--- src/grant_link_pkg.sv ---
/*
 constants shared by both ends of the terminal to security module message link:
 message type bytes, field positions, limits, error codes and the terminal register map.
 assumes one clock for both ends and a byte wide link between them.
*/
package grant_link_pkg;
    // message type byte, first byte of every message
    localparam logic [7:0] MSG_HC_IND = 8'h01;
    localparam logic [7:0] MSG_BA_IND = 8'h02;
    localparam logic [7:0] MSG_HC_RESP = 8'h81;
    localparam logic [7:0] MSG_BA_RESP = 8'h82;
    localparam logic [7:0] MSG_BA_FAIL = 8'h83;
    localparam logic [7:0] HC_TMF_FILL = 8'h00;
    // assignment indication layout, payload byte positions
    localparam logic [7:0] IDX_FRAME = 8'h00;
    localparam logic [7:0] IDX_COUNT = 8'h01;
    localparam logic [7:0] BA_HDR_BYTES = 8'h03;
    localparam logic [11:0] BA_FIXED_BYTES = 12'h007;
    localparam logic [3:0] GRANT_LAST_BYTE = 4'h8;
    localparam logic [3:0] HDR_LAST_BYTE = 4'h3;
    localparam logic [3:0] TOD_LAST_BYTE = 4'h3;
    localparam logic [3:0] HC_LAST_BYTE = 4'h3;
    localparam int MAX_GRANTS = 5;
    localparam int SAT_GRANTS = 9;
    localparam int GRANT_BYTES = 9;
    localparam logic [7:0] MAX_COUNT = 8'h05;
    localparam logic [3:0] SAT_MAX = 4'h9;
    localparam logic [3:0] HC_RESP_LEN = 4'h7;
    localparam logic [3:0] BA_RESP_LEN = 4'h1;
    localparam logic [3:0] FAIL_HDR_LEN = 4'h2;
    // return and error codes
    localparam logic [7:0] RETURN_OK = 8'h00;
    localparam logic [7:0] RUNTIME_ABSENT = 8'h00;
    localparam logic [7:0] GEN_OK = 8'h00;
    localparam logic [7:0] GEN_BAD_COUNT = 8'h01;
    localparam logic [7:0] GEN_BAD_LENGTH = 8'h02;
    localparam logic [7:0] GEN_GRANT_ERR = 8'h03;
    localparam logic [7:0] GRANT_OK = 8'h00;
    localparam logic [7:0] GRANT_REJECT = 8'h01;
    localparam logic [7:0] GRANT_SHORT = 8'h02;
    // terminal register map, word per offset
    localparam logic [7:0] REG_CTRL = 8'h00;
    localparam logic [7:0] REG_OWN_ID = 8'h01;
    localparam logic [7:0] REG_FRAME = 8'h02;
    localparam logic [7:0] REG_IF_VER = 8'h03;
    localparam logic [7:0] REG_SAT_COUNT = 8'h04;
    localparam logic [7:0] REG_TOD = 8'h05;
    localparam logic [7:0] REG_STATUS = 8'h06;
    localparam logic [7:0] REG_IRQ_EN = 8'h07;
    localparam logic [7:0] REG_IRQ_CLR = 8'h08;
    localparam logic [7:0] REG_RESP_LEN = 8'h09;
    localparam logic [7:0] REG_RESP_BASE = 8'h10;
    localparam logic [7:0] REG_GRANT_BASE = 8'h40;
    localparam int RESP_BYTES = 8;
    localparam int CTRL_SEND_HC = 0;
    localparam int CTRL_SEND_BA = 1;
    localparam int ST_HC = 0;
    localparam int ST_BA_OK = 1;
    localparam int ST_BA_FAIL = 2;
    localparam int ST_BUSY = 8;
    localparam int GRANT_ID_BYTE = 0;
endpackage

--- src/grant_link_if.sv ---
/*
 byte link between terminal end and security module end.
 assumes both ends run on the same clock; no back-pressure either way.
*/
`timescale 1ns/1ps
interface grant_link_if;
    logic h2d_valid;
    logic [7:0] h2d_data;
    logic h2d_last;
    logic d2h_valid;
    logic [7:0] d2h_data;
    logic d2h_last;
    modport terminal (output h2d_valid, output h2d_data, output h2d_last,
        input d2h_valid, input d2h_data, input d2h_last);
    modport module_end (input h2d_valid, input h2d_data, input h2d_last,
        output d2h_valid, output d2h_data, output d2h_last);
endinterface

--- src/security_module_end.sv ---
/*
 security module end: answers health checks, stores bandwidth grants, reports null
 success or failure codes. assumes the terminal end on the same clock and well formed
 message framing (type byte first, last marks final byte).
*/
// The placing of the registers and the address-and-strobe port were decided locally.
`timescale 1ns/1ps
module security_module_end (
    input wire logic clk,
    input wire logic rst,
    grant_link_if.module_end link,
    input wire logic [7:0] boot_version,
    input wire logic [7:0] boot_if_rev,
    input wire logic runtime_present,
    input wire logic [7:0] runtime_version,
    input wire logic [7:0] cc_if_rev,
    input wire logic enrolled,
    input wire logic key_valid,
    input wire logic [4:0] grant_reject,
    input wire logic [2:0] grant_rd_slot,
    input wire logic [3:0] grant_rd_byte,
    output logic [7:0] grant_rd_data,
    output logic [7:0] stored_frame,
    output logic [7:0] stored_count,
    output logic grants_stored,
    output logic resp_dropped
);
    localparam int MAX_GRANTS = grant_link_pkg::MAX_GRANTS;
    localparam int GRANT_BYTES = grant_link_pkg::GRANT_BYTES;
    logic rx_first_r;
    logic [7:0] rx_type_r;
    logic [7:0] rx_idx_r;
    logic [7:0] rx_cnt_r;
    logic [7:0] rx_frame_r;
    logic [2:0] gslot_r;
    logic [3:0] gbyte_r;
    logic [7:0] grant_mem [0:MAX_GRANTS*GRANT_BYTES-1];
    logic [7:0] tx_buf [0:grant_link_pkg::RESP_BYTES-1];
    logic [7:0] resp_byte [0:grant_link_pkg::RESP_BYTES-1];
    logic [3:0] tx_len_r;
    logic [3:0] tx_idx_r;
    logic tx_busy_r;
    logic [7:0] grant_rd_data_r;
    logic [7:0] stored_frame_r;
    logic [7:0] stored_count_r;
    logic grants_stored_r;
    logic resp_dropped_r;
    logic d2h_valid_r;
    logic [7:0] d2h_data_r;
    logic d2h_last_r;
    logic [7:0] gcode [0:MAX_GRANTS-1];
    logic [4:0] gerr;

    // payload decode; the type byte itself is not payload
    wire pay = link.h2d_valid && !rx_first_r;
    wire done = link.h2d_valid && link.h2d_last;
    wire [7:0] done_type = rx_first_r ? link.h2d_data : rx_type_r;
    wire is_hc = done_type == grant_link_pkg::MSG_HC_IND;
    wire is_ba = done_type == grant_link_pkg::MSG_BA_IND;
    wire [7:0] cnt_now = (pay && rx_idx_r == grant_link_pkg::IDX_COUNT) ?
        link.h2d_data : rx_cnt_r;
    wire [7:0] frame_now = (pay && rx_idx_r == grant_link_pkg::IDX_FRAME) ?
        link.h2d_data : rx_frame_r;
    wire grant_wr = pay && rx_type_r == grant_link_pkg::MSG_BA_IND
        && rx_idx_r >= grant_link_pkg::BA_HDR_BYTES
        && {5'h00, gslot_r} < cnt_now && {5'h00, gslot_r} < grant_link_pkg::MAX_COUNT;
    wire slot_end = grant_wr && gbyte_r == grant_link_pkg::GRANT_LAST_BYTE;
    wire [2:0] full_now = slot_end ? gslot_r + 3'h1 : gslot_r;
    wire [5:0] wr_addr = 6'({gslot_r, 3'h0} + gslot_r + 6'(gbyte_r));
    wire [5:0] rd_addr = 6'({grant_rd_slot, 3'h0} + grant_rd_slot + 6'(grant_rd_byte));

    // length check: frame, count, version, nine bytes per grant, four check bytes
    wire [11:0] len_now = rx_first_r ? 12'h000 : 12'(rx_idx_r) + 12'h001;
    wire [11:0] exp_len = 12'({cnt_now, 3'h0}) + 12'(cnt_now) + grant_link_pkg::BA_FIXED_BYTES;
    wire count_bad = cnt_now > grant_link_pkg::MAX_COUNT;
    wire len_bad = len_now != exp_len;
    wire [7:0] gen_code = count_bad ? grant_link_pkg::GEN_BAD_COUNT :
        len_bad ? grant_link_pkg::GEN_BAD_LENGTH :
        (|gerr) ? grant_link_pkg::GEN_GRANT_ERR : grant_link_pkg::GEN_OK;
    wire ba_ok = gen_code == grant_link_pkg::GEN_OK;
    wire [3:0] fail_len = count_bad ? grant_link_pkg::FAIL_HDR_LEN :
        grant_link_pkg::FAIL_HDR_LEN + cnt_now[3:0];
    wire load = done && !tx_busy_r && (is_hc || is_ba);
    wire [3:0] resp_len = is_hc ? grant_link_pkg::HC_RESP_LEN :
        ba_ok ? grant_link_pkg::BA_RESP_LEN : fail_len;
    wire [7:0] runtime_field = runtime_present ? runtime_version :
        grant_link_pkg::RUNTIME_ABSENT;
    wire [7:0] flags = {6'h00, enrolled, key_valid};

    // per grant codes: missing bytes beat an outside rejection; zero is success
    generate
        for (genvar i = 0; i < MAX_GRANTS; i++)
        begin : g_code
            assign gcode[i] = (3'(i) >= full_now) ? grant_link_pkg::GRANT_SHORT :
                grant_reject[i] ? grant_link_pkg::GRANT_REJECT : grant_link_pkg::GRANT_OK;
            assign gerr[i] = (8'(i) < cnt_now) && (gcode[i] != grant_link_pkg::GRANT_OK);
        end
    endgenerate

    // response image; unused tail bytes are never sent
    always_comb
    begin
        for (int k = 0; k < grant_link_pkg::RESP_BYTES; k++)
            resp_byte[k] = 8'h00;
        if (is_hc)
        begin
            resp_byte[0] = grant_link_pkg::MSG_HC_RESP;
            resp_byte[1] = grant_link_pkg::RETURN_OK;
            resp_byte[2] = boot_version;
            resp_byte[3] = boot_if_rev;
            resp_byte[4] = runtime_field;
            resp_byte[5] = cc_if_rev;
            resp_byte[6] = flags;
        end
        else if (ba_ok)
            resp_byte[0] = grant_link_pkg::MSG_BA_RESP;
        else
        begin
            resp_byte[0] = grant_link_pkg::MSG_BA_FAIL;
            resp_byte[1] = gen_code;
            for (int k = 0; k < MAX_GRANTS; k++)
                resp_byte[k+2] = gcode[k];
        end
    end

    // receive framing and grant storage
    always_ff @(posedge clk)
    begin
        if (rst)
        begin
            rx_first_r <= 1'b1;
            rx_type_r <= 8'h00;
            rx_idx_r <= 8'h00;
            rx_cnt_r <= 8'h00;
            rx_frame_r <= 8'h00;
            gslot_r <= 3'h0;
            gbyte_r <= 4'h0;
        end
        else if (link.h2d_valid)
        begin
            rx_first_r <= link.h2d_last;
            rx_cnt_r <= link.h2d_last ? 8'h00 : cnt_now;
            rx_frame_r <= frame_now;
            if (rx_first_r)
            begin
                rx_type_r <= link.h2d_data;
                rx_idx_r <= 8'h00;
                gslot_r <= 3'h0;
                gbyte_r <= 4'h0;
            end
            else
            begin
                // saturate so an overlong message still fails the length check
                rx_idx_r <= (&rx_idx_r) ? rx_idx_r : rx_idx_r + 8'h01;
                gslot_r <= link.h2d_last ? 3'h0 : full_now;
                gbyte_r <= (slot_end || link.h2d_last) ? 4'h0 :
                    grant_wr ? gbyte_r + 4'h1 : gbyte_r;
            end
        end
    end

    // grant store and read port
    always_ff @(posedge clk)
    begin
        if (grant_wr)
            grant_mem[wr_addr] <= link.h2d_data;
        grant_rd_data_r <= (grant_rd_slot < 3'(MAX_GRANTS)) ? grant_mem[rd_addr] : 8'h00;
    end

    // outcome reporting; a message finishing while a response is still going out gets no answer
    always_ff @(posedge clk)
    begin
        if (rst)
        begin
            stored_frame_r <= 8'h00;
            stored_count_r <= 8'h00;
            grants_stored_r <= 1'b0;
            resp_dropped_r <= 1'b0;
        end
        else
        begin
            grants_stored_r <= done && is_ba && ba_ok;
            resp_dropped_r <= done && tx_busy_r && (is_hc || is_ba);
            if (done && is_ba && ba_ok)
            begin
                stored_frame_r <= frame_now;
                stored_count_r <= cnt_now;
            end
        end
    end

    // transmit: one byte per cycle, last flag on the final one
    always_ff @(posedge clk)
    begin
        if (rst)
        begin
            tx_busy_r <= 1'b0;
            tx_len_r <= 4'h0;
            tx_idx_r <= 4'h0;
            d2h_valid_r <= 1'b0;
            d2h_data_r <= 8'h00;
            d2h_last_r <= 1'b0;
        end
        else if (tx_busy_r)
        begin
            d2h_valid_r <= 1'b1;
            d2h_data_r <= tx_buf[tx_idx_r[2:0]];
            d2h_last_r <= tx_idx_r == tx_len_r - 4'h1;
            tx_idx_r <= tx_idx_r + 4'h1;
            tx_busy_r <= tx_idx_r != tx_len_r - 4'h1;
        end
        else
        begin
            d2h_valid_r <= 1'b0;
            d2h_last_r <= 1'b0;
            if (load)
            begin
                tx_busy_r <= 1'b1;
                tx_len_r <= resp_len;
                tx_idx_r <= 4'h0;
            end
        end
    end

    // response image captured at the end of the message
    always_ff @(posedge clk)
    begin
        if (load)
            tx_buf <= resp_byte;
    end

    assign link.d2h_valid = d2h_valid_r;
    assign link.d2h_data = d2h_data_r;
    assign link.d2h_last = d2h_last_r;
    assign grant_rd_data = grant_rd_data_r;
    assign stored_frame = stored_frame_r;
    assign stored_count = stored_count_r;
    assign grants_stored = grants_stored_r;
    assign resp_dropped = resp_dropped_r;
endmodule // security_module_end

--- src/flat_wrapper.sv ---
// flat-port wrapper written by rule: the top's interface ports become plain ports
module security_module_end_flat 
  (clk, rst, boot_version, boot_if_rev, runtime_present, runtime_version, cc_if_rev, enrolled, key_valid, grant_reject, grant_rd_slot, grant_rd_byte, grant_rd_data, stored_frame, stored_count, grants_stored, resp_dropped, link_h2d_valid, link_h2d_data, link_h2d_last, link_d2h_valid, link_d2h_data, link_d2h_last);
  grant_link_if link_i ();
  input wire logic clk;
  input wire logic rst;
  input wire logic [7:0] boot_version;
  input wire logic [7:0] boot_if_rev;
  input wire logic runtime_present;
  input wire logic [7:0] runtime_version;
  input wire logic [7:0] cc_if_rev;
  input wire logic enrolled;
  input wire logic key_valid;
  input wire logic [4:0] grant_reject;
  input wire logic [2:0] grant_rd_slot;
  input wire logic [3:0] grant_rd_byte;
  output logic [7:0] grant_rd_data;
  output logic [7:0] stored_frame;
  output logic [7:0] stored_count;
  output logic grants_stored;
  output logic resp_dropped;
  input wire logic [$bits(link_i.h2d_valid)-1:0] link_h2d_valid;
  input wire logic [$bits(link_i.h2d_data)-1:0] link_h2d_data;
  input wire logic [$bits(link_i.h2d_last)-1:0] link_h2d_last;
  output wire logic [$bits(link_i.d2h_valid)-1:0] link_d2h_valid;
  output wire logic [$bits(link_i.d2h_data)-1:0] link_d2h_data;
  output wire logic [$bits(link_i.d2h_last)-1:0] link_d2h_last;
  assign link_i.h2d_valid = link_h2d_valid;
  assign link_i.h2d_data = link_h2d_data;
  assign link_i.h2d_last = link_h2d_last;
  assign link_d2h_valid = link_i.d2h_valid;
  assign link_d2h_data = link_i.d2h_data;
  assign link_d2h_last = link_i.d2h_last;
  security_module_end u_core (.clk(clk), .rst(rst), .link(link_i), .boot_version(boot_version), .boot_if_rev(boot_if_rev), .runtime_present(runtime_present), .runtime_version(runtime_version), .cc_if_rev(cc_if_rev), .enrolled(enrolled), .key_valid(key_valid), .grant_reject(grant_reject), .grant_rd_slot(grant_rd_slot), .grant_rd_byte(grant_rd_byte), .grant_rd_data(grant_rd_data), .stored_frame(stored_frame), .stored_count(stored_count), .grants_stored(grants_stored), .resp_dropped(resp_dropped));
endmodule
--- config.mk ---
export PLATFORM = sky130hd
export DESIGN_NAME = security_module_end_flat
export DESIGN_NICKNAME = d
export VERILOG_FILES = /design/src/grant_link_pkg.sv /design/src/grant_link_if.sv /design/src/security_module_end.sv /design/src/flat_wrapper.sv
export SDC_FILE = /design/constraint.sdc
export NUM_CORES = 1
export LEC_CHECK = 0
export BUFFER_PORTS_ARGS = -buffer_cell sky130_fd_sc_hd__buf_2
export CORE_MARGIN = 2
export CORE_UTILIZATION = 30
export DETAILED_ROUTE_END_ITERATION = 10
export PLACE_DENSITY_LB_ADDON = 0.3
export RECOVER_POWER = 25
export SKIP_LAST_GASP = 1
export SLEW_MARGIN = 0
export SYNTH_ARGS = -nofsm -noshare
export SYNTH_HDL_FRONTEND = slang
export SYNTH_SLANG_ARGS = --single-unit
--- constraint.sdc ---
create_clock -name clk -period 5.7 [get_ports clk]
set_input_delay 0.285 -clock clk [delete_from_list [all_inputs] [get_ports clk]]
set_output_delay 0.285 -clock clk [all_outputs]
set_load 0.005 [all_outputs]
==> impl_results.md, run 1 <==
- Final total power: 7.89 mW
- Commonest register cell after synthesis: edfxtp_1
- Worst-path maximum fanout: 17
- Non-Filler Instances: ~2,500
- Gate Count Post-Synth: 1,358
- I/O pin count: 95
- P_int: between 6 and 7 mW
- Placement Cell Area: 22,800 sq um
- LEAKAGE: roughly 8.3 nW
- Number of diodes: 0
- Detailed-route via count: about 12,000
- Global-route wire length before repair: roughly 77,000 um
- Library cells used by synthesis: roughly 70
- Clock tree sinks: between 400 and 500
- Clock tree buffer depth: 3
- Relative slew slack: -71.4%
- VDD IR-drop max: 225 uV
- Starting DRT DRC Count: 865
- Worst Clk Skew: approximately 0.03 ns
- Final setup vio count: 0
- Routed wl met2: 24,700 um
- Least-Margin Pin Slew: between 2 and 3 ns
- Fin area: about 25,000 sq um
- M1 wire length: between 20,000 and 25,000 um
- CTS buffer count: just over 50
- Post-synth EDFFs: about 400
- 1st-pass router iterations: 5
- Root Buffer Master: clkbuf_16
- FF+latch count, synth: just under 500
- DRC Markers: 0
- Syn-to-layout area delta: 18.9%
- Hold WC Path Type: in -> reg
- Fill cell count: between 6,000 and 7,000
- Placer's final routability congestion estimate: around 0.86
- Syn nets: roughly 1,400
- Slew Viols, Final: between 200 and 300
- Final layout net count: 1,623
- Final Hold Violating Endpoints: 0
- Core Area: a little under 70,000 sq um
- Most numerous cell in the Yosys netlist: edfxtp_1
- Netlist Area Pre-Place: about 21,000 sq um
- Final min period: roughly 5.3 ns
- Seq/Total Area, Yosys: between 60 and 70%
- Post-synthesis async set-or-reset flop share: 0%
- Startpoint Class: flop
- Critical path endpoint category: flop
- Met3 WL: around 2200 um
- Vias in the first global route: approximately 12,000
- Remaining antenna violation count: 0
- Setup TNS: 0 ns
- CTS tree: yes
- Initial Utilization: approximately 30%
- Routed len/inst: between 20 and 25 um
- CTS-repair resized insts: 0
- Syn_area_per_cell: roughly 15 sq um
- Worst Setup Slack, final: 0.401 ns
- Worst-path clk slew: 0.06 ns
- Overflow after GRT: 0
- Largest net degree at the start of global routing: between 50 and 60
- Tot GR Track Use: around 14%
- DP HPWL: 33,000 um
- Syn. warnings: 0
- Comb power frac: under 10%
- Share of cells above drive strength 1: 24.7%
- Sequential Power Share: about half
- Violated checks: capacitance limit, slew limit
- Reg2Reg Setup Slack: between 0.4 and 0.5 ns
- Pwr/cell area: 319 nW/um^2
- Sw Ratio: between 20 and 25%
- Share of the synthesized area in the top cell type: between 50% and 60%
- Most frequent cells after synthesis: 398 x edfxtp_1, 142 x nor2_1, 114 x mux4_2, 85 x dfxtp_1, 65 x nand2_1
- Final worst-path cycle share: around 93%
- Hold_ws: 0.0203 ns
- Chip width: 268 um
- Main area contributors after synthesis: edfxtp_1 57%, mux4_2 12%, dfxtp_1 8.2%
- Leading area contributor after synthesis: edfxtp_1
- Placed cell count: 2,387
- Clock power frac: between 40% and 50%
- Setup Buffers After CTS: 0
- Total number of H-tree levels: 2
- Max Cap Viol: 6
- Crit Path Category: reg -> reg
- Skew-Pair Late Insertion Delay: about 0.62 ns
- Dpl ws: between 0.5 and 0.6 ns
- Die area: 71,600 sq um
- DR top layer: met4
- Initial antenna violation count: 0
- Chip height: about 270 um
- Required time worst endpoint: around 6.2 ns
- Fmax: approximately 190 MHz
- Total wire length: roughly 51,000 um
- Run status: complete, but fails checks
- Sw power: roughly 1.8 mW
- Row count: between 90 and 100
- Crit path DAT: 5.79 ns
- Via density: around 4.9
- Util after Layout: roughly 36%
- IO buf count: between 90 and 100
- RSZ-0062 raised after global routing: no
area by class of cell:
class | count | area, sq um | area share (%)
Sequential cell | 483 | 13700 | 55.1
Clock buffer | 70 | 1410 | 5.68
Tap cell | 931 | 1160 | 4.70
Multi-Input combinational cell | 769 | 6800 | 27.5
Inverter | 35 | 131 | 0.530
Timing Repair Buffer | 198 | 1320 | 5.31
Clock inverter | 25 | 292 | 1.18
power groups by stage:
stage          Sequential, mW  Clock, mW  Combinational, mW
5_1_grt                  3.85       3.56              0.751
3_5_place_dp             3.92          0              0.698
4_1_cts                  3.85       3.44              0.716
6_report                 3.85       3.34              0.699
3_3_place_gp             3.92          0              0.690
2_1_floorplan            3.92          0              0.419
cell families (layout without fill, tap and decap cells):
family / count (synthesis) / in the layout / share of synthesized area [%]
mux: 166 / 166 / 15.0
simple gates: 362 / 362 / 8.45
flops: 483 / 483 / 65.5
compound gates: 181 / 181 / 5.89
fa+ha+maj: 26 / 26 / 1.63
buf+inv: 106 / 328 / 2.02
xor+xnor: 34 / 34 / 1.43
worst max-delay path, stage by stage (launching register included):
cell and delay (ns):
dfxtp_1 0.50, ha_1 0.41, and3_1 0.32, buf_4 0.19
mux2i_1 0.37, inv_1 0.12, ha_1 0.41, and3_1 0.22
a41oi_1 0.19, o21ai_0 0.11, a31o_2 0.26, xnor2_1 0.13
nor4_1 0.30, and4b_1 0.35, nand4_2 0.20, or3_1 0.70
mux2_4 0.40
path summary, 6_finish.rpt:
| check | startpoint | end | cells after the start |
|---|---|---|---|
| worst max-delay path | u_core.rx_idx_r[0]$_SDFFE_PP0P_ | u_core.stored_frame[6]$_SDFFE_PP0P_ | 16 |
| worst min-delay path | boot_if_rev[0] | u_core.tx_buf[32]$_DFFE_PP_ | 3 |
| worst max register to register | u_core.rx_idx_r[0]$_SDFFE_PP0P_ | u_core.stored_frame[6]$_SDFFE_PP0P_ | 16 |
| worst min register to register | u_core.rx_type_r[5]$_SDFFE_PP0P_ | u_core.rx_type_r[5]$_SDFFE_PP0P_ | 2 |
flip-flops by register name, indices dropped and copies added, names as in the netlist:
signal	flops
u_core.grant_mem	360
u_core.stored_frame	8
u_core.link.d2h_data	8
u_core.gslot_r	3
u_core.tx_busy_r	1
u_core.resp_dropped	1
u_core.grant_rd_data	8
u_core.tx_len_r	4
u_core.stored_count	8
u_core.rx_idx_r	8
u_core.rx_type_r	8
u_core.rx_cnt_r	8
u_core.rx_frame_r	8
u_core.tx_idx_r	4
u_core.tx_buf	38
u_core.link.d2h_valid	1
u_core.rx_first_r	1
u_core.link.d2h_last	1
u_core.grants_stored	1
u_core.gbyte_r	4
routing by layer:
layer / global-route usage, % / vias up
met1: 19.6 / 6303
met3: 2.21 / 78
met5: 0 / -
met2: 23.7 / 299
met4: 4.32 / 0
li1: - / 5640
repair_timing:
item	CTS	global route
hold buffers	29	0
endpoints found under the setup margin	0	0
hold endpoints to repair	29	0
cell usage in the layout, fill, tap and decap left out, types with 8 or more instances in the layout:
cell,instances
mux4_2,114
and2_1,21
clkbuf_1,27
mux2i_1,29
clkinv_1,9
a21oi_1,60
a22oi_1,17
clkbuf_16,51
buf_2,86
nand2_1,65
nor2_1,141
nor3_1,20
edfxtp_1,398
ha_1,23
dfxtp_1,85
mux2_2,19
a211oi_1,14
inv_1,35
xnor2_1,25
o21ai_0,24
dlygate4sd3_1,29
and3_1,13
o211ai_1,8
nand3_1,33
buf_4,67
a21o_1,8
nor2b_1,19
Note: power is estimated with default switching activity, not from simulation.
==> run 2, diff against run 1 <==
--- a/config.mk
+++ b/config.mk
@@ -11,6 +11,7 @@
 export DETAILED_ROUTE_END_ITERATION = 10
 export PLACE_DENSITY_LB_ADDON = 0.3
 export RECOVER_POWER = 25
+export REMOVE_ABC_BUFFERS = 1
 export SKIP_LAST_GASP = 1
 export SLEW_MARGIN = 0
 export SYNTH_ARGS = -nofsm -noshare
==> run 2 against run 1 <==
Against the previous run: the flow still finishes with violations (capacitance limit, slew limit); worst setup slack got worse by 0.0083 ns; global-route usage rose by 0.073 points; core utilization is 0.50 points lower; maximum frequency decreased by 0.16%; combinational power down 0.6%.
==> impl_results.md, run 2 (synthesized netlist as in run 1, its figures left out) <==
- Run status: complete, but fails checks (unchanged)
- Violated checks: capacitance limit, slew limit (unchanged)
- Remaining antenna violation count: 0 (unchanged)
- Biggest regs: u_core.grant_mem: 360 flops, u_core.tx_buf: 38 flops (unchanged)
- Skew-Pair Late Insertion Delay: 0.61 ns (was 0.62 ns)
- Top delay family on crit path: simple AND/OR/NAND/NOR gates (unchanged)
- RSZ-0062 raised after global routing: yes (was no)
- Row count: 96 (unchanged)
- Slowest-stage cell, CP: nor2_1 (was or3_1)
- Syn-to-layout area delta: 17.2% (was 18.9%)
- Root Buffer Master: clkbuf_16 (unchanged)
- Placed cell count: 2,351 (was 2,387)
- Final worst-path cycle share: 93.1% (was 93.0%)
- CTS tree: yes (unchanged)
- Worst-path maximum fanout: 10 (was 17)
- Initial Utilization: 30.3% (unchanged)
- I/O pin count: 95 (unchanged)
- Non-Filler Instances: 2,473 (was 2,511)
- Pwr/cell area: 320 nW/um^2 (was 319 nW/um^2)
- Hold WC Path Type: in -> reg (unchanged)
- Max incr delay on CP: 0.67 ns (was 0.70 ns)
- LEAKAGE: 8.12 nW (was 8.35 nW)
- Global-route wire length before repair: 78,000 um (was 77,100 um)
- Chip height: 268 um (unchanged)
- DRC Markers: 0 (unchanged)
- Relative slew slack: -77.6% (was -71.4%)
- Die area: 71,600 sq um (unchanged)
- Commonest cells after routing, fill and taps aside: 398 x edfxtp_1, 139 x nor2_1, 114 x mux4_2, 88 x buf_2, 85 x dfxtp_1 (was 398 x edfxtp_1, 141 x nor2_1, 114 x mux4_2, 86 x buf_2, 85 x dfxtp_1)
- Most frequent CP cell: nor2_1
- Critical path endpoint category: flop (unchanged)
- Largest net degree at the start of global routing: 82 (was 52)
- Final Hold Violating Endpoints: 0 (unchanged)
- Hold_ws: 0.0425 ns (was 0.0203 ns)
- Overflow after GRT: 0 (unchanged)
- Vias in the first global route: 12,300 (about the same)
- Required time worst endpoint: 5.93 ns (was 6.19 ns)
- Final setup vio count: 0 (unchanged)
- 1st-pass router iterations: 7 (was 5)
- DP HPWL: 33,600 um (was 33,000 um)
- Detailed-route via count: 12,300 (about the same)
- Slew Viols, Final: 288 (was 253)
- Final min period: 5.31 ns (was 5.30 ns)
- Core Area: 68,700 sq um (unchanged)
- Total number of H-tree levels: 2 (unchanged)
- VDD IR-drop max: 242 uV (was 225 uV)
- Startpoint Class: flop (unchanged)
- IO buf count: 94 (unchanged)
- Leading cell type in the layout, fill and taps excluded: edfxtp_1 (unchanged)
- Biggest register: u_core.grant_mem (unchanged)
- Total wire length: 51,600 um (was 51,500 um)
- Final total power: 7.81 mW (was 7.89 mW)
- Starting DRT DRC Count: 1,112 (was 865)
- Routed len/inst: 20.9 um (was 20.5 um)
- Fmax: 188 MHz (was 189 MHz)
- Clock tree buffer depth: 3 (unchanged)
- Initial antenna violation count: 6 (was 0)
- Setup TNS: 0 ns (unchanged)
- Placer's final routability congestion estimate: 0.828 (was 0.864)
- CTS buffer count: 50 (was 51)
- Max Cap Viol: 6 (unchanged)
- Worst Clk Skew: 0.0252 ns (was 0.0302 ns)
- Share of cells above drive strength 1: 23.1% (was 24.7%)
- Max reg flops: 360 (unchanged)
- Chip width: 268 um (unchanged)
- Least-Margin Pin Slew: 2.66 ns (was 2.57 ns)
- Cell-by-cell trace of the critical path: ha_1 -> and3_1 -> mux2i_1 -> ha_1 -> nor2_1 -> nor3_1 -> mux2i_1 -> nor2_1 -> nor4_1 -> nor2b_1 -> nand3_1 -> nor2_1 (was ha_1 -> and3_1 -> buf_4 -> mux2i_1 -> inv_1 -> ha_1 -> and3_1 -> a41oi_1 -> o21ai_0 -> a31o_2 -> xnor2_1 -> nor4_1 -> and4b_1 -> nand4_2 -> or3_1 -> mux2_4)
- Buf/Inv on CP: 0 (was 2)
- Clock tree sinks: 483 (unchanged)
- Crit Path Category: reg -> reg (unchanged)
- Worst-path clk slew: 0.06 ns (about the same)
- Tot GR Track Use: 14.4% (about the same)
- Crit path DAT: 5.53 ns (was 5.79 ns)
- Via density: 4.99 (was 4.91)
- Final layout net count: 1,585 (was 1,623)
## run 2: path summary, 6_finish.rpt
kind	start	end	slack (ns)	cells past startpoint
max reg2reg	u_core.rx_idx_r[0]$_SDFFE_PP0P_	u_core.grant_mem[17][6]$_DFFE_PP_	0.39	12
max	u_core.rx_idx_r[0]$_SDFFE_PP0P_	u_core.grant_mem[17][6]$_DFFE_PP_	0.39	12
min	boot_if_rev[1]	u_core.tx_buf[33]$_DFFE_PP_	0.04	3
min reg2reg	u_core.rx_type_r[2]$_SDFFE_PP0P_	u_core.rx_type_r[2]$_SDFFE_PP0P_	0.46	2
## run 2: cell type report
type                       count  area (sq um)
sequential                   483         13700
clock inverter                32           323
inverter                      35           131
multi-input combinational    769          6810
clock buffer                  61          1310
tap                          931          1160
antenna                        1          2.50
timing repair buffer         161          1030
fill                        6622         44300
## run 2: metal layers
metal	wire length [um]	GRT usage (%)	part of all wire, %	up-vias
met2	24100	22.9	47	365
met3	2610	2.22	5.1	65
li1	-	-	-	5584
met5	0	0	0	-
met1	23900	20.7	46	6316
met4	983	3.76	1.9	0
## run 2: per-stage QoR
step                      setup slack [ns]  utilization, %  instance area [sq um]
after floorplan                      0.175               -                  20500
after global placement               0.566            32.8                  22500
after global routing               -0.0450            35.5                  24400
after detailed placement             0.406            32.8                  22500
after CTS                            0.392            35.6                  24400
final                                0.393            35.5                  24400
## run 2: where the power goes
part | leakage (nW) | total, mW | internal [mW] | switching (mW)
clock | 0.793 | 3.26 | 1.88 | 1.38
sequential | 4.22 | 3.85 | 3.84 | 0.0106
combinational | 3.10 | 0.695 | 0.311 | 0.384
## run 2: worst reg2reg max path: stages (launching register included)
cell     delay, ns
dfxtp_1       0.49
ha_1          0.41
and3_1        0.51
mux2i_1       0.37
ha_1          0.30
nor2_1        0.16
nor3_1        0.07
mux2i_1       0.54
nor2_1        0.13
nor4_1        0.52
nor2b_1       0.33
nand3_1       0.45
nor2_1        0.67
## run 2: repair_timing
action,in CTS,in global routing
hold buffers,28,0
hold endpoints to repair,28,0
buffers inserted,0,0
setup endpoints to repair,0,27
resized for setup,0,3
==> run 3, diff against run 2 <==
==> constraint.sdc (replaced) <==
create_clock -name clk -period 5.6 [get_ports clk]
set_input_delay 0.28 -clock clk [delete_from_list [all_inputs] [get_ports clk]]
set_output_delay 0.28 -clock clk [all_outputs]
set_load 0.005 [all_outputs]
==> run 3 against run 2 <==
Against the previous run: the run still ends with capacitance limit, slew limit left; largest power group unchanged; highest routed layer is now met5; clock skew rose by 0.0016 ns; die area did not move; via count is 1.1% lower; non-clock buffer count rose by 8; combinational power increased by 2%; maximum frequency rose by 4.2%; core utilization is 0.10 points higher; global-route usage shrank 0.10 points; final area grew 0.29%; largest cell class unchanged; clock power increased by 2%.
==> impl_results.md, run 3 (synthesized netlist as in run 1, its figures left out) <==
- LEAKAGE: 8.17 nW (was 8.12 nW)
- Final worst-path cycle share: 91.0% (was 93.1%)
- Tot GR Track Use: 14.3% (was 14.4%)
- Final min period: 5.10 ns (was 5.31 ns)
- Cts hold-fix bufs: 27 (was 28)
- Row count: 96 (unchanged)
- 1st-pass router iterations: 7 (unchanged)
- Biggest regs: u_core.grant_mem: 360 flops, u_core.tx_buf: 38 flops (unchanged)
- Buf/Inv on CP: 1 (was 0)
- Global-route wire length before repair: 77,000 um (was 78,000 um)
- Via density: 4.91 (was 4.99)
- Worst-path maximum fanout: 17 (was 10)
- P_int: 6.12 mW (was 6.03 mW)
- Slew Viols, Final: 283 (was 288)
- Total wire length: 51,300 um (was 51,600 um)
- Top delay family on crit path: simple AND/OR/NAND/NOR gates (unchanged)
- Root Buffer Master: clkbuf_16 (unchanged)
- Final setup vio count: 0 (unchanged)
- Vias in the first global route: 12,400 (was 12,300)
- I/O pin count: 95 (unchanged)
- Biggest register: u_core.grant_mem (unchanged)
- Fmax: 196 MHz (was 188 MHz)
- Initial antenna violation count: 5 (was 6)
- Clock power frac: 41.7% (was 41.8%)
- Run status: complete, but fails checks (unchanged)
- Critical path endpoint category: flop (unchanged)
- Sequential Power Share: 49.4% (was 49.3%)
- Initial Utilization: 30.3% (unchanged)
- Max incr delay on CP: 0.74 ns (was 0.67 ns)
- Overflow after GRT: 0 (unchanged)
- Setup Buffers After CTS: 0 (unchanged)
- Sw Ratio: 22.9% (was 22.8%)
- Max reg flops: 360 (unchanged)
- Required time worst endpoint: 6.09 ns (was 5.93 ns)
- RSZ-0062 raised after global routing: no (was yes)
- Chip height: 268 um (unchanged)
- Util after Layout: 35.6% (was 35.5%)
- Pwr/cell area: 324 nW/um^2 (was 320 nW/um^2)
- Final layout net count: 1,594 (was 1,585)
- Worst-path clk slew: 0.06 ns (about the same)
- Final Hold Violating Endpoints: 0 (unchanged)
- Syn-to-layout area delta: 17.6% (was 17.2%)
- VDD IR-drop max: 211 uV (was 242 uV)
- Core Area: 68,700 sq um (unchanged)
- Cell-by-cell trace of the critical path: ha_1 -> and3_1 -> mux2i_1 -> inv_1 -> ha_1 -> and3_1 -> a41oi_1 -> o21ai_0 -> a31o_2 -> xnor2_1 -> nor4_1 -> and4b_1 -> nand4_2 -> or3_1 -> mux2_4 (was ha_1 -> and3_1 -> mux2i_1 -> ha_1 -> nor2_1 -> nor3_1 -> mux2i_1 -> nor2_1 -> nor4_1 -> nor2b_1 -> nand3_1 -> nor2_1)
- Startpoint Class: flop (unchanged)
- Hold_ws: 0.0339 ns (was 0.0425 ns)
- Remaining antenna violation count: 0 (unchanged)
- DRC Markers: 0 (unchanged)
- Sw power: 1.82 mW (was 1.78 mW)
- Die area: 71,600 sq um (unchanged)
- Routed len/inst: 20.7 um (was 20.9 um)
- IO buf count: 94 (unchanged)
- Skew-Pair Late Insertion Delay: 0.62 ns (was 0.61 ns)
- Slowest-stage cell, CP: or3_1 (was nor2_1)
- Relative slew slack: -89.5% (was -77.6%)
- Total number of H-tree levels: 2 (unchanged)
- Fin area: 24,500 sq um (was 24,400 sq um)
- Clock tree buffer depth: 3 (unchanged)
- Share of cells above drive strength 1: 23.8% (was 23.1%)
- CTS-repair resized insts: 0 (unchanged)
- Violated checks: capacitance limit, slew limit (unchanged)
- Max Cap Viol: 6 (unchanged)
- Comb power frac: 8.9% (about the same)
- Commonest cells after routing, fill and taps aside: 398 x edfxtp_1, 141 x nor2_1, 114 x mux4_2, 88 x buf_2, 85 x dfxtp_1 (was 398 x edfxtp_1, 139 x nor2_1, 114 x mux4_2, 88 x buf_2, 85 x dfxtp_1)
- Detailed-route via count: 12,200 (was 12,300)
- Setup TNS: 0 ns (unchanged)
- Chip width: 268 um (unchanged)
- CTS buffer count: 51 (was 50)
- Crit Path Category: reg -> reg (unchanged)
- Worst Clk Skew: 0.0268 ns (was 0.0252 ns)
- DP HPWL: 33,200 um (was 33,600 um)
- Starting DRT DRC Count: 892 (was 1,112)
- Least-Margin Pin Slew: 2.84 ns (was 2.66 ns)
- Hold WC Path Type: in -> reg (unchanged)
- Clock tree sinks: 483 (unchanged)
- Largest net degree at the start of global routing: 82 (unchanged)
- Placer's final routability congestion estimate: 0.836 (was 0.828)
- Crit path DAT: 5.58 ns (was 5.53 ns)
- CTS tree: yes (unchanged)
- Placement Cell Area: 22,600 sq um (was 22,500 sq um)
- Leading cell type in the layout, fill and taps excluded: edfxtp_1 (unchanged)
==> run 3: metrics by stage <==
stage          setup slack, ns  cells  power [mW]
6_report                 0.505   2484        7.93
5_1_grt                  0.192   2483        8.21
4_1_cts                  0.499   2483        8.04
3_5_place_dp             0.497   2360        4.70
3_3_place_gp             0.573   2360        4.69
2_1_floorplan           0.0753   1287        4.44
==> run 3: per-layer routing <==
layer / GRT usage (%) / vias to the layer above / part of all wire, %
li1: - / 5596 / -
met1: 19.6 / 6171 / 45
met2: 23.1 / 336 / 47
met3: 2.54 / 84 / 5.4
met4: 4.61 / 2 / 2.3
met5: 0 / - / 0.025
==> run 3: cell type report <==
type / instances / area (sq um)
fill: 6596 / 44200
sequential: 483 / 13700
multi-input combinational: 769 / 6800
clock buffer: 68 / 1380
tap: 931 / 1160
timing repair buffer: 169 / 1100
clock inverter: 28 / 260
inverter: 35 / 131
antenna: 1 / 2.50
==> run 3: worst paths after layout <==
kind                                    endpoint  cells after the start                              from  slack, ns
min                  u_core.tx_buf[40]$_DFFE_PP_                      3                   boot_version[0]       0.03
max          u_core.stored_frame[6]$_SDFFE_PP0P_                     15   u_core.rx_idx_r[0]$_SDFFE_PP0P_       0.50
min reg2reg     u_core.rx_type_r[4]$_SDFFE_PP0P_                      2  u_core.rx_type_r[4]$_SDFFE_PP0P_       0.45
max reg2reg  u_core.stored_frame[6]$_SDFFE_PP0P_                     15   u_core.rx_idx_r[0]$_SDFFE_PP0P_       0.50
==> run 3: power groups by stage <==
stage	logic, mW	clock network, mW	registers, mW
6_report	0.707	3.31	3.92
4_1_cts	0.725	3.40	3.91
3_3_place_gp	0.703	0	3.99
5_1_grt	0.762	3.53	3.92
2_1_floorplan	0.442	0	4.00
3_5_place_dp	0.708	0	3.99
==> run 3: worst register-to-register path, delay by kind of cell (launching register included) <==
family                   cells  cell delay [ns]
multiplexers                 2             0.81
adder cells (fa/ha/maj)      2             0.82
AND/OR/NAND/NOR              6             2.06
buffers and inverters        1             0.11
AO/OA/AOI/OAI                3             0.56
XOR/XNOR                     1             0.13
flip-flops                   1             0.48
